$ cat config.mk
export PLATFORM = sky130hd
export DESIGN_NAME = pll_clock_generator_control
export DESIGN_NICKNAME = d
export VERILOG_FILES = /design/src/pll_clock_pkg.sv /design/src/pll_clock_generator_control.sv /design/src/clock_edge_sync.sv
export VERILOG_INCLUDE_DIRS = /design/src
export SDC_FILE = /design/constraint.sdc
export NUM_CORES = 1
export LEC_CHECK = 0
export ABC_CLOCK_PERIOD_IN_PS = 5800
export BUFFER_PORTS_ARGS = -buffer_cell sky130_fd_sc_hd__buf_2
export CAP_MARGIN = 20
export CORE_MARGIN = 2
export CORE_UTILIZATION = 45
export CTS_CLUSTER_DIAMETER = 100
export DETAILED_ROUTE_END_ITERATION = 8
export GPL_ROUTABILITY_DRIVEN = 0
export PLACE_DENSITY_LB_ADDON = 0.05
export SLEW_MARGIN = 10
export SYNTH_ARGS = -nofsm -noshare
export SYNTH_HDL_FRONTEND = slang
export SYNTH_SLANG_ARGS = --single-unit
$ cat constraint.sdc
create_clock -name clock -period 5.8 [get_ports clock]
set_input_delay 1.16 -clock clock [delete_from_list [all_inputs] [get_ports clock]]
set_output_delay 1.16 -clock clock [all_outputs]
set_load 0.02 [all_outputs]
$ cat src/pll_clock_defs.svh
`ifndef PLL_CLOCK_DEFS_SVH
`define PLL_CLOCK_DEFS_SVH

// Byte addresses of the three registers
`define ADDR_PLL_CONTROL 8'h1c
`define ADDR_PLL_BANDWIDTH_CONTROL 8'h1d
`define ADDR_PLL_MULTIPLIER_PROGRAM 8'h1e

// pll_control fields
`define CTL_IRQ_ENABLE_BIT 7
`define CTL_LOCK_PENDING_BIT 6
`define CTL_POWER_ON_BIT 5
`define CTL_BASE_SELECT_BIT 4

// pll_bandwidth_control fields
`define BW_AUTO_BIT 7
`define BW_LOCK_BIT 6
`define BW_TRACKING_BIT 5

// pll_multiplier_program fields
`define PROG_N_MSB 7
`define PROG_N_LSB 4
`define PROG_L_MSB 3
`define PROG_L_LSB 0

// Reset values
`define RESET_PLL_CONTROL 8'h00
`define RESET_PLL_BANDWIDTH_CONTROL 8'h00
`define RESET_PLL_MULTIPLIER_PROGRAM 8'h66

// Nominal VCO center frequency in Hz (4.9152 MHz)
`define NOM_CENTER_HZ 27'h4b_0000

// Base clock changeover: edges of each source to wait, and safety limit
`define HOLD_EDGES 2'h3
`define HOLD_X_LIMIT 3'h7

// Lock detector defaults: window in reference edges, tolerances in feedback edges
`define LOCK_WINDOW 8'h40
`define TOL_TRACK 9'h002
`define TOL_UNTRACK 9'h004
`define TOL_LOCK 9'h001
`define TOL_UNLOCK 9'h003

`endif

$ cat src/pll_clock_pkg.sv
package pll_clock_pkg;

typedef enum logic [0:0] {
    SEL_RUN = 1'b0,
    SEL_HOLD = 1'b1
} sel_state_e;

typedef struct packed {
    logic [7:0] addr;
    logic [7:0] wdata;
    logic write;
    logic read;
} reg_req_s;

typedef struct packed {
    logic irq_enable;
    logic power_on;
    logic base_select;
} control_s;

typedef struct packed {
    logic auto_mode;
    logic lock;
    logic tracking;
} bandwidth_s;

typedef struct packed {
    logic [3:0] mult_n;
    logic [3:0] range_l;
} program_s;

typedef struct packed {
    logic [1:0] meta;
    logic [1:0] stable;
    logic [1:0] last;
} sync_state_s;

typedef struct packed {
    control_s ctl;
    bandwidth_s bw;
    program_s prog;
    logic lock_pending;
    sel_state_e sel_state;
    logic active_vco;
    logic [2:0] hold_x;
    logic [1:0] hold_v;
    logic base_clk;
    logic [3:0] div_cnt;
    logic fb_clk;
    logic ref_clk;
    logic xtal_clk;
    logic osc_out;
    logic pump_up;
    logic pump_down;
    logic [7:0] win_cnt;
    logic [8:0] fb_cnt;
    logic [26:0] center_hz;
    logic [7:0] rdata;
} cgm_state_s;

endpackage

$ cat src/pll_clock_generator_control.sv
// Summary of operation
// RULE_01: Base clock is selected source halved
// RULE_02: Crystal runs only with oscillator enable
// RULE_03: Reference clocks copy the crystal clock
// RULE_04: VCO divided modulo N gives feedback
// RULE_05: VCO center is L times nominal
// RULE_06: Phase detector drives direction-and-width pulses
// RULE_07: Lock detector compares feedback and reference frequency
// RULE_08: Acquisition shown by tracking bit zero
// RULE_09: Tracking whenever not acquiring or bit set
// RULE_10: Auto mode: detector switches filter mode
// RULE_11: Auto: tracking bit read-only, hysteresis tolerances
// RULE_12: Auto: lock flag set/cleared with hysteresis
// RULE_13: Auto: interrupt request on each lock toggle
// RULE_14: Software recovers if unlocked on VCO
// RULE_15: Manual: tracking bit writable, sets mode
// RULE_16: Manual: software clears tracking before power-on
// RULE_17: Manual: software waits acquisition time first
// RULE_18: Manual: software waits before selecting VCO
// RULE_19: Manual: lock flag and interrupts disabled
// RULE_20: Base clock held three edges each source; code releases after seven crystal edges even without three VCO edges
// RULE_21: Refuse VCO while off, off while selected
// RULE_22: L zero disables PLL, forces crystal
// RULE_23: N zero behaves as N one
// RULE_24: Three byte registers at consecutive addresses
//
// The plain strobed port was chosen for this implementation.
`timescale 1ns/1ps
`include "pll_clock_defs.svh"

module pll_clock_generator_control #(
    parameter logic [7:0] LOCK_WINDOW = `LOCK_WINDOW,
    parameter logic [8:0] TOL_TRACK = `TOL_TRACK,
    parameter logic [8:0] TOL_UNTRACK = `TOL_UNTRACK,
    parameter logic [8:0] TOL_LOCK = `TOL_LOCK,
    parameter logic [8:0] TOL_UNLOCK = `TOL_UNLOCK
) (
    // Clock and reset
    input wire logic clock,
    input wire logic rst_n,
    // Register port
    input wire pll_clock_pkg::reg_req_s bus_req,
    output logic [7:0] read_data,
    // Oscillator
    input wire logic oscillator_enable_signal,
    input wire logic oscillator_input_pin,
    output logic oscillator_output_pin,
    // VCO interface
    input wire logic vco_clock,
    output logic pll_enable,
    output logic [3:0] vco_range,
    output logic [26:0] vco_center_hz,
    output logic [26:0] vco_min_hz,
    output logic [26:0] vco_max_hz,
    output logic filter_tracking,
    output logic pump_up,
    output logic pump_down,
    // Generated clocks
    output logic crystal_clock,
    output logic pll_reference_clock,
    output logic final_reference_clock,
    output logic vco_feedback_clock,
    output logic base_clock_out,
    // Interrupt request to the CPU
    output logic pll_interrupt_request
);
    import pll_clock_pkg::*;

    logic [1:0] rst_sync;
    logic reset_n;
    logic [1:0] clk_level;
    logic [1:0] clk_rise;
    cgm_state_s state;
    cgm_state_s next_state;

    always_ff @(posedge clock or negedge rst_n) begin
        if (!rst_n) begin
            rst_sync <= 2'h0;
        end else begin
            rst_sync <= {rst_sync[0], 1'b1};
        end
    end
    assign reset_n = rst_sync[1];

    // Both source clocks are foreign to this domain
    clock_edge_sync u_sync (
        .clock(clock),
        .reset_n(reset_n),
        .async_in({vco_clock, oscillator_input_pin}),
        .level(clk_level),
        .rise(clk_rise)
    );

    function automatic logic [8:0] abs_diff(input logic [8:0] a, input logic [8:0] b);
        abs_diff = (a > b) ? 9'(a - b) : 9'(b - a);
    endfunction

    always_comb begin
        logic l_zero;
        logic [3:0] n_eff;
        logic pll_run;
        logic select_vco;
        logic xtal_edge;
        logic vco_edge;
        logic src_edge;
        logic fb_edge;
        logic win_end;
        logic [8:0] fb_total;
        logic [8:0] diff;
        logic wr_ctl;
        logic wr_bw;
        logic wr_prog;
        logic req_on;
        logic req_sel;
        logic lock_toggle;
        next_state = state;
        l_zero = (state.prog.range_l == 4'h0);
        n_eff = (state.prog.mult_n == 4'h0) ? 4'h1 : state.prog.mult_n; // RULE_23
        pll_run = state.ctl.power_on & ~l_zero & oscillator_enable_signal; // RULE_22
        select_vco = state.ctl.base_select & ~l_zero; // RULE_22
        xtal_edge = clk_rise[0] & oscillator_enable_signal; // RULE_02
        vco_edge = clk_rise[1] & pll_run;
        src_edge = state.active_vco ? vco_edge : xtal_edge;
        fb_edge = 1'b0;
        win_end = 1'b0;
        fb_total = 9'h000;
        diff = 9'h000;
        lock_toggle = 1'b0;
        wr_ctl = bus_req.write && (bus_req.addr == `ADDR_PLL_CONTROL); // RULE_24
        wr_bw = bus_req.write && (bus_req.addr == `ADDR_PLL_BANDWIDTH_CONTROL);
        wr_prog = bus_req.write && (bus_req.addr == `ADDR_PLL_MULTIPLIER_PROGRAM);
        req_on = bus_req.wdata[`CTL_POWER_ON_BIT];
        req_sel = bus_req.wdata[`CTL_BASE_SELECT_BIT];

        // Oscillator and reference path
        next_state.xtal_clk = clk_level[0] & oscillator_enable_signal; // RULE_02
        next_state.osc_out = ~clk_level[0] & oscillator_enable_signal; // RULE_02
        next_state.ref_clk = next_state.xtal_clk; // RULE_03
        next_state.center_hz = 27'(state.prog.range_l) * `NOM_CENTER_HZ; // RULE_05

        // Modulo-N feedback divider, one pulse per N VCO edges
        next_state.fb_clk = 1'b0;
        if (!pll_run) begin
            next_state.div_cnt = 4'h0;
        end else if (vco_edge) begin
            if (state.div_cnt >= 4'(n_eff - 4'h1)) begin // RULE_04
                next_state.div_cnt = 4'h0;
                next_state.fb_clk = 1'b1;
                fb_edge = 1'b1;
            end else begin
                next_state.div_cnt = 4'(state.div_cnt + 4'h1);
            end
        end

        // Phase detector: the leading edge opens a pulse, the lagging one closes it
        if (!pll_run) begin
            next_state.pump_up = 1'b0;
            next_state.pump_down = 1'b0;
        end else if (xtal_edge && fb_edge) begin
            next_state.pump_up = 1'b0; // RULE_06
            next_state.pump_down = 1'b0;
        end else if (xtal_edge) begin
            next_state.pump_up = ~state.pump_down; // RULE_06
            next_state.pump_down = 1'b0;
        end else if (fb_edge) begin
            next_state.pump_down = ~state.pump_up; // RULE_06
            next_state.pump_up = 1'b0;
        end

        // Lock detector: feedback edges counted over a window of reference edges
        if (!pll_run) begin
            next_state.win_cnt = 8'h00;
            next_state.fb_cnt = 9'h000;
        end else begin
            fb_total = 9'(state.fb_cnt + {8'h00, fb_edge});
            if (xtal_edge && state.win_cnt >= 8'(LOCK_WINDOW - 8'h01)) begin
                win_end = 1'b1;
                diff = abs_diff(fb_total, {1'b0, LOCK_WINDOW}); // RULE_07
                next_state.win_cnt = 8'h00;
                next_state.fb_cnt = 9'h000;
            end else begin
                next_state.win_cnt = 8'(state.win_cnt + {7'h00, xtal_edge});
                next_state.fb_cnt = fb_total;
            end
        end

        if (state.bw.auto_mode) begin
            if (!pll_run) begin
                next_state.bw.tracking = 1'b0; // RULE_08
                next_state.bw.lock = 1'b0;
            end else if (win_end) begin
                if (diff <= TOL_TRACK) begin
                    next_state.bw.tracking = 1'b1; // RULE_10 RULE_11
                end else if (diff > TOL_UNTRACK) begin
                    next_state.bw.tracking = 1'b0; // RULE_11
                end
                if (diff <= TOL_LOCK) begin
                    next_state.bw.lock = 1'b1; // RULE_12
                end else if (diff > TOL_UNLOCK) begin
                    next_state.bw.lock = 1'b0; // RULE_12
                end
            end
            lock_toggle = (next_state.bw.lock != state.bw.lock);
        end else begin
            next_state.bw.lock = 1'b0; // RULE_19
        end

        // Register writes
        if (wr_ctl) begin
            next_state.ctl.irq_enable = bus_req.wdata[`CTL_IRQ_ENABLE_BIT];
            // Power and selection may not change in the same write
            if (!((req_on != state.ctl.power_on) && (req_sel != state.ctl.base_select))) begin
                if (req_on || !state.ctl.base_select) begin // RULE_21
                    next_state.ctl.power_on = req_on;
                end
                if (!req_sel || (state.ctl.power_on && !l_zero)) begin // RULE_21 RULE_22
                    next_state.ctl.base_select = req_sel;
                end
            end
        end
        if (wr_bw) begin
            next_state.bw.auto_mode = bus_req.wdata[`BW_AUTO_BIT];
            if (!bus_req.wdata[`BW_AUTO_BIT]) begin
                next_state.bw.tracking = bus_req.wdata[`BW_TRACKING_BIT]; // RULE_15
                next_state.bw.lock = 1'b0; // RULE_19
            end
        end
        if (wr_prog) begin
            next_state.prog.mult_n = bus_req.wdata[`PROG_N_MSB:`PROG_N_LSB];
            next_state.prog.range_l = bus_req.wdata[`PROG_L_MSB:`PROG_L_LSB];
        end
        if (next_state.prog.range_l == 4'h0) begin
            next_state.ctl.base_select = 1'b0; // RULE_22
        end

        // Pending lock change: set wins over the clearing read
        if (!state.bw.auto_mode) begin
            next_state.lock_pending = 1'b0; // RULE_19
        end else if (lock_toggle) begin
            next_state.lock_pending = 1'b1; // RULE_13
        end else if (bus_req.read && bus_req.addr == `ADDR_PLL_CONTROL) begin
            next_state.lock_pending = 1'b0;
        end

        // Base clock selector with changeover hold
        unique case (state.sel_state)
            SEL_RUN: begin
                if (select_vco != state.active_vco) begin
                    next_state.sel_state = SEL_HOLD; // RULE_20
                    next_state.hold_x = 3'h0;
                    next_state.hold_v = 2'h0;
                end else if (src_edge) begin
                    next_state.base_clk = ~state.base_clk; // RULE_01
                end
            end
            SEL_HOLD: begin
                if (xtal_edge && state.hold_x != `HOLD_X_LIMIT) begin
                    next_state.hold_x = 3'(state.hold_x + 3'h1);
                end
                if (vco_edge && state.hold_v != `HOLD_EDGES) begin
                    next_state.hold_v = 2'(state.hold_v + 2'h1);
                end
                // A stalled VCO cannot keep the crystal waiting forever
                if ((state.hold_x >= 3'({1'b0, `HOLD_EDGES}) && state.hold_v == `HOLD_EDGES)
                    || state.hold_x == `HOLD_X_LIMIT) begin // RULE_20
                    next_state.sel_state = SEL_RUN;
                    next_state.active_vco = select_vco;
                end
            end
        endcase

        // Read data, one cycle after the strobe
        next_state.rdata = 8'h00;
        if (bus_req.read) begin
            unique case (bus_req.addr)
                `ADDR_PLL_CONTROL: begin
                    next_state.rdata[`CTL_IRQ_ENABLE_BIT] = state.ctl.irq_enable;
                    next_state.rdata[`CTL_LOCK_PENDING_BIT] = state.lock_pending;
                    next_state.rdata[`CTL_POWER_ON_BIT] = state.ctl.power_on;
                    next_state.rdata[`CTL_BASE_SELECT_BIT] = state.ctl.base_select;
                end
                `ADDR_PLL_BANDWIDTH_CONTROL: begin
                    next_state.rdata[`BW_AUTO_BIT] = state.bw.auto_mode;
                    next_state.rdata[`BW_LOCK_BIT] = state.bw.lock;
                    next_state.rdata[`BW_TRACKING_BIT] = state.bw.tracking; // RULE_08
                end
                `ADDR_PLL_MULTIPLIER_PROGRAM: begin
                    next_state.rdata = {state.prog.mult_n, state.prog.range_l};
                end
                default: begin
                    next_state.rdata = 8'h00;
                end
            endcase
        end
    end

    always_ff @(posedge clock or negedge reset_n) begin
        if (!reset_n) begin
            state <= '0;
            state.ctl.irq_enable <= 1'b0;
            state.prog <= `RESET_PLL_MULTIPLIER_PROGRAM;
        end else begin
            state <= next_state;
        end
    end

    assign read_data = state.rdata;
    assign oscillator_output_pin = state.osc_out;
    assign pll_enable = state.ctl.power_on & (state.prog.range_l != 4'h0)
        & oscillator_enable_signal; // RULE_22
    assign vco_range = state.prog.range_l;
    assign vco_center_hz = state.center_hz; // RULE_05
    assign vco_min_hz = {1'b0, state.center_hz[26:1]}; // RULE_05
    assign vco_max_hz = {state.center_hz[25:0], 1'b0}; // RULE_05
    // Filter tracks unless held in acquisition by a clear tracking bit
    assign filter_tracking = state.bw.tracking; // RULE_09
    assign pump_up = state.pump_up;
    assign pump_down = state.pump_down;
    assign crystal_clock = state.xtal_clk;
    assign pll_reference_clock = state.ref_clk; // RULE_03
    assign final_reference_clock = state.ref_clk; // RULE_03
    assign vco_feedback_clock = state.fb_clk;
    assign base_clock_out = state.base_clk;
    assign pll_interrupt_request = state.lock_pending & state.ctl.irq_enable
        & state.bw.auto_mode; // RULE_13 RULE_19
endmodule // pll_clock_generator_control

$ cat src/clock_edge_sync.sv
`timescale 1ns/1ps
`include "pll_clock_defs.svh"

module clock_edge_sync (
    // Clock and reset
    input wire logic clock,
    input wire logic reset_n,
    // Asynchronous inputs
    input wire logic [1:0] async_in,
    // Synchronised levels and rising-edge pulses
    output logic [1:0] level,
    output logic [1:0] rise
);
    import pll_clock_pkg::*;

    sync_state_s state;
    sync_state_s next_state;

    // The meta stage feeds only the stable stage
    always_comb begin
        next_state = state;
        next_state.meta = async_in;
        next_state.stable = state.meta;
        next_state.last = state.stable;
    end

    always_ff @(posedge clock or negedge reset_n) begin
        if (!reset_n) begin
            state <= '0;
        end else begin
            state <= next_state;
        end
    end

    assign level = state.stable;
    assign rise = state.stable & ~state.last;
endmodule // clock_edge_sync

==> impl_metrics.env <==
export IMPL_status="complete, no violations"
export IMPL_grt_max_degree=43
export IMPL_die_area_um2=11600
export IMPL_syn_area_um2=4840
export IMPL_tns_ps=0
export IMPL_clkSinkCount=76
export IMPL_pre_cts_ws_ps=1080
export IMPL_die_w_um=108
export IMPL_p_per_area_nw_per_um2=261
export IMPL_path_cells="inv_1 > ha_1 > nand2_1 > nand3_1 > inv_1 > nand2_1 > nor2_1 > ha_1 > ha_1 > nand4_1 > or3_1 > and2_1 > ha_1 > o211ai_1 > nand4b_1 > and4_4 > a21oi_1 > nand3b_1"
export IMPL_cpMostUsedCell="ha_1"
export IMPL_dp_hpwl_um=7030
export IMPL_syn_avg_cell_area_um2=9.74
export IMPL_yosysSeqAreaShare=0.394
export IMPL_clk_path_buf_depth=2
export IMPL_drc=0
export IMPL_start_util=0.467
export IMPL_rsz0062_at_grt="false"
export IMPL_setup_viol=0
export IMPL_n_fill_cell=995
export IMPL_clock_latency_ps=340
export IMPL_rows=37
export IMPL_min_period_ps=4610
export IMPL_tritoncts="done"
export IMPL_worst_slack_ps=1190
export IMPL_post_cts_setup_buffer_count=0
export IMPL_clkTransAtPathRegs_ps=90
export IMPL_placed_area_um2=4820
export IMPL_synth_main_ff_cell="dfrtp_1"
export IMPL_ys_warn_count=0
export IMPL_drv_cap=0
export IMPL_vias=3372
export IMPL_arrival_ps=4820
export IMPL_ios=127
export IMPL_first_pass_iters=4
export IMPL_crit_path_start_kind="flip-flop"
export IMPL_track_usage=0.167
export IMPL_initialDrtViolationCount=134
export IMPL_cp_max_fo=9
export IMPL_antenna_found_initial=1
export IMPL_postCtsHoldBufs=0
export IMPL_wl_um=9270
export IMPL_synth_area_leader_cell="dfrtp_1"
export IMPL_grt_pass1_wl_um=15400
export IMPL_synthTopCellsByArea="dfrtp_1, buf_4, ha_1"
export IMPL_grt_pass1_vias=3206
export IMPL_final_cells=671
export IMPL_slew_headroom=0.526
export IMPL_synth_edf_count=0
export IMPL_root_buffer="clkbuf_8"
export IMPL_async_reset_ff_frac=1.00
export IMPL_r2r_end="state[70]"
export IMPL_core_um2=10400
export IMPL_fin_skew_ps=16.1
export IMPL_post_drt_via_cell_ratio=5.03
export IMPL_cts_resized=0
export IMPL_final_area_um2=5060
export IMPL_h_tree_depth=3
export IMPL_syn_inst=497
export IMPL_syn2layout_area_growth_pct=4.45
export IMPL_crit_path_top_delay_cell="dfstp_2"
export IMPL_fmaxAchievable_mhz=217
export IMPL_cp_required_ps=6010
export IMPL_ant_nets=0
export IMPL_slowest_delay_ps=630
export IMPL_io_buffers=77
export IMPL_layout_common_cells="buf_2, dfrtp_1, conb_1"
export IMPL_layout_drive_gt1_share=0.236
export IMPL_crit_type="reg2reg"
export IMPL_worst_pin_slew_ps=711
export IMPL_die_h_um=108
export IMPL_post_drt_wl_per_cell_um=13.8
export IMPL_antenna_cells=0
export IMPL_ff2ff_path_depth=18
export IMPL_placed_cells=655
export IMPL_layout_commonest_cell="buf_2"
export IMPL_end_kind="flip-flop"
export IMPL_peakVddDrop_mv=0.129
export IMPL_hold_class="reg2async"
export IMPL_worstReg2RegStart="vco_range[2]"
export IMPL_p_leak_nw=2.61
export IMPL_synth_seq_cells=76
export IMPL_final_hold_viol_count=0
export IMPL_ys_types=62
export IMPL_period_share=0.795
export IMPL_overflow=0
export IMPL_drv_slew=0
export IMPL_fin_nets=583
export IMPL_worst_r2r_setup_slack_ps=1190
export IMPL_cts_buffers=9
export IMPL_synth_top_area_share=0.372
==> stage by stage <==
stage / utilization / hold slack (ps) / power, mW
detailed placement: 0.464 / 338 / 0.846
global route: 0.488 / 371 / 1.40
floorplan: - / 331 / 0.831
CTS: 0.488 / 361 / 1.34
finish: 0.488 / 328 / 1.32
global placement: 0.464 / 334 / 0.842
==> worst max-delay path, delay by kind of cell (launching register included) <==
family                   cells  cell delay [ps]
flip-flops                   1              630
adder cells (fa/ha/maj)      4             1190
AND/OR/NAND/NOR             10             2190
buffers and inverters        2              340
AO/OA/AOI/OAI                2              140
==> state kept, by name, summed over array words and instances (netlist names) <==
register / flops
filter_tracking: 1
u_sync.level: 2
vco_range: 4
crystal_clock: 1
state: 38
pump_down: 1
u_sync.next_state: 2
read_data: 8
vco_feedback_clock: 1
pump_up: 1
oscillator_output_pin: 1
base_clock_out: 1
rst_sync: 2
vco_center_hz: 11
u_sync.state: 2
==> logic make-up after synthesis <==
logic type,after synthesis,share of synthesized area
AO/OA/AOI/OAI,73,0.101
XOR/XNOR,27,0.0489
adder cells (fa/ha/maj),30,0.0791
buffers and inverters,123,0.174
flip-flops,76,0.394
multiplexers,17,0.0385
other,2,0.00155
AND/OR/NAND/NOR,149,0.163
==> cell type report <==
| cell class | count | area (um^2) | share of cell area |
|---|---|---|---|
| repair buffers | 78 | 393 | 0.0777 |
| multi-input cells | 346 | 2270 | 0.450 |
| inverters | 19 | 71.3 | 0.0141 |
| clock inverters | 6 | 113 | 0.0223 |
| clock buffers | 10 | 128 | 0.0252 |
| well taps | 136 | 170 | 0.0337 |
| flip-flops and latches | 76 | 1910 | 0.377 |
==> report_power, final <==
part           internal [mW]  switching, mW  total (mW)
clock network          0.288          0.199       0.487
logic                 0.0851          0.137       0.222
registers              0.569         0.0415       0.611
total                  0.942          0.378        1.32
==> cell usage after synthesis, types with 5 or more instances <==
cell / instances
a21oi_1: 18
and2_1: 7
and3_1: 7
buf_4: 97
clkbuf_1: 5
dfrtp_1: 72
ha_1: 29
inv_1: 19
mux2_2: 13
nand2_1: 17
nand3_1: 17
nand4_1: 6
nor2_1: 44
nor2b_1: 8
nor3_1: 9
o21ai_0: 18
xnor2_1: 15
xor2_1: 12
==> layer usage <==
layer  GRT usage  up-vias  share of wire
met5           0        -        0.00076
met4      0.0531        2          0.016
met3      0.0321       17          0.054
met2       0.272      115           0.46
met1       0.224     1598           0.47
li1            -     1640              -
==> how the worst max path moves through the flow <==
stage | from | endpoint | slack, ps | depth (start not counted)
global placement | oscillator_enable_signal | state[70] | 1260 | 16
finish | vco_range[2] | state[70] | 1190 | 18
global route | vco_range[2] | state[70] | 720 | 18
floorplan | oscillator_enable_signal | state[80] | 1700 | 16
CTS | vco_range[2] | state[70] | 1170 | 18
detailed placement | oscillator_enable_signal | state[70] | 1080 | 16
No activity file was read; power rests on OpenSTA's default activity.
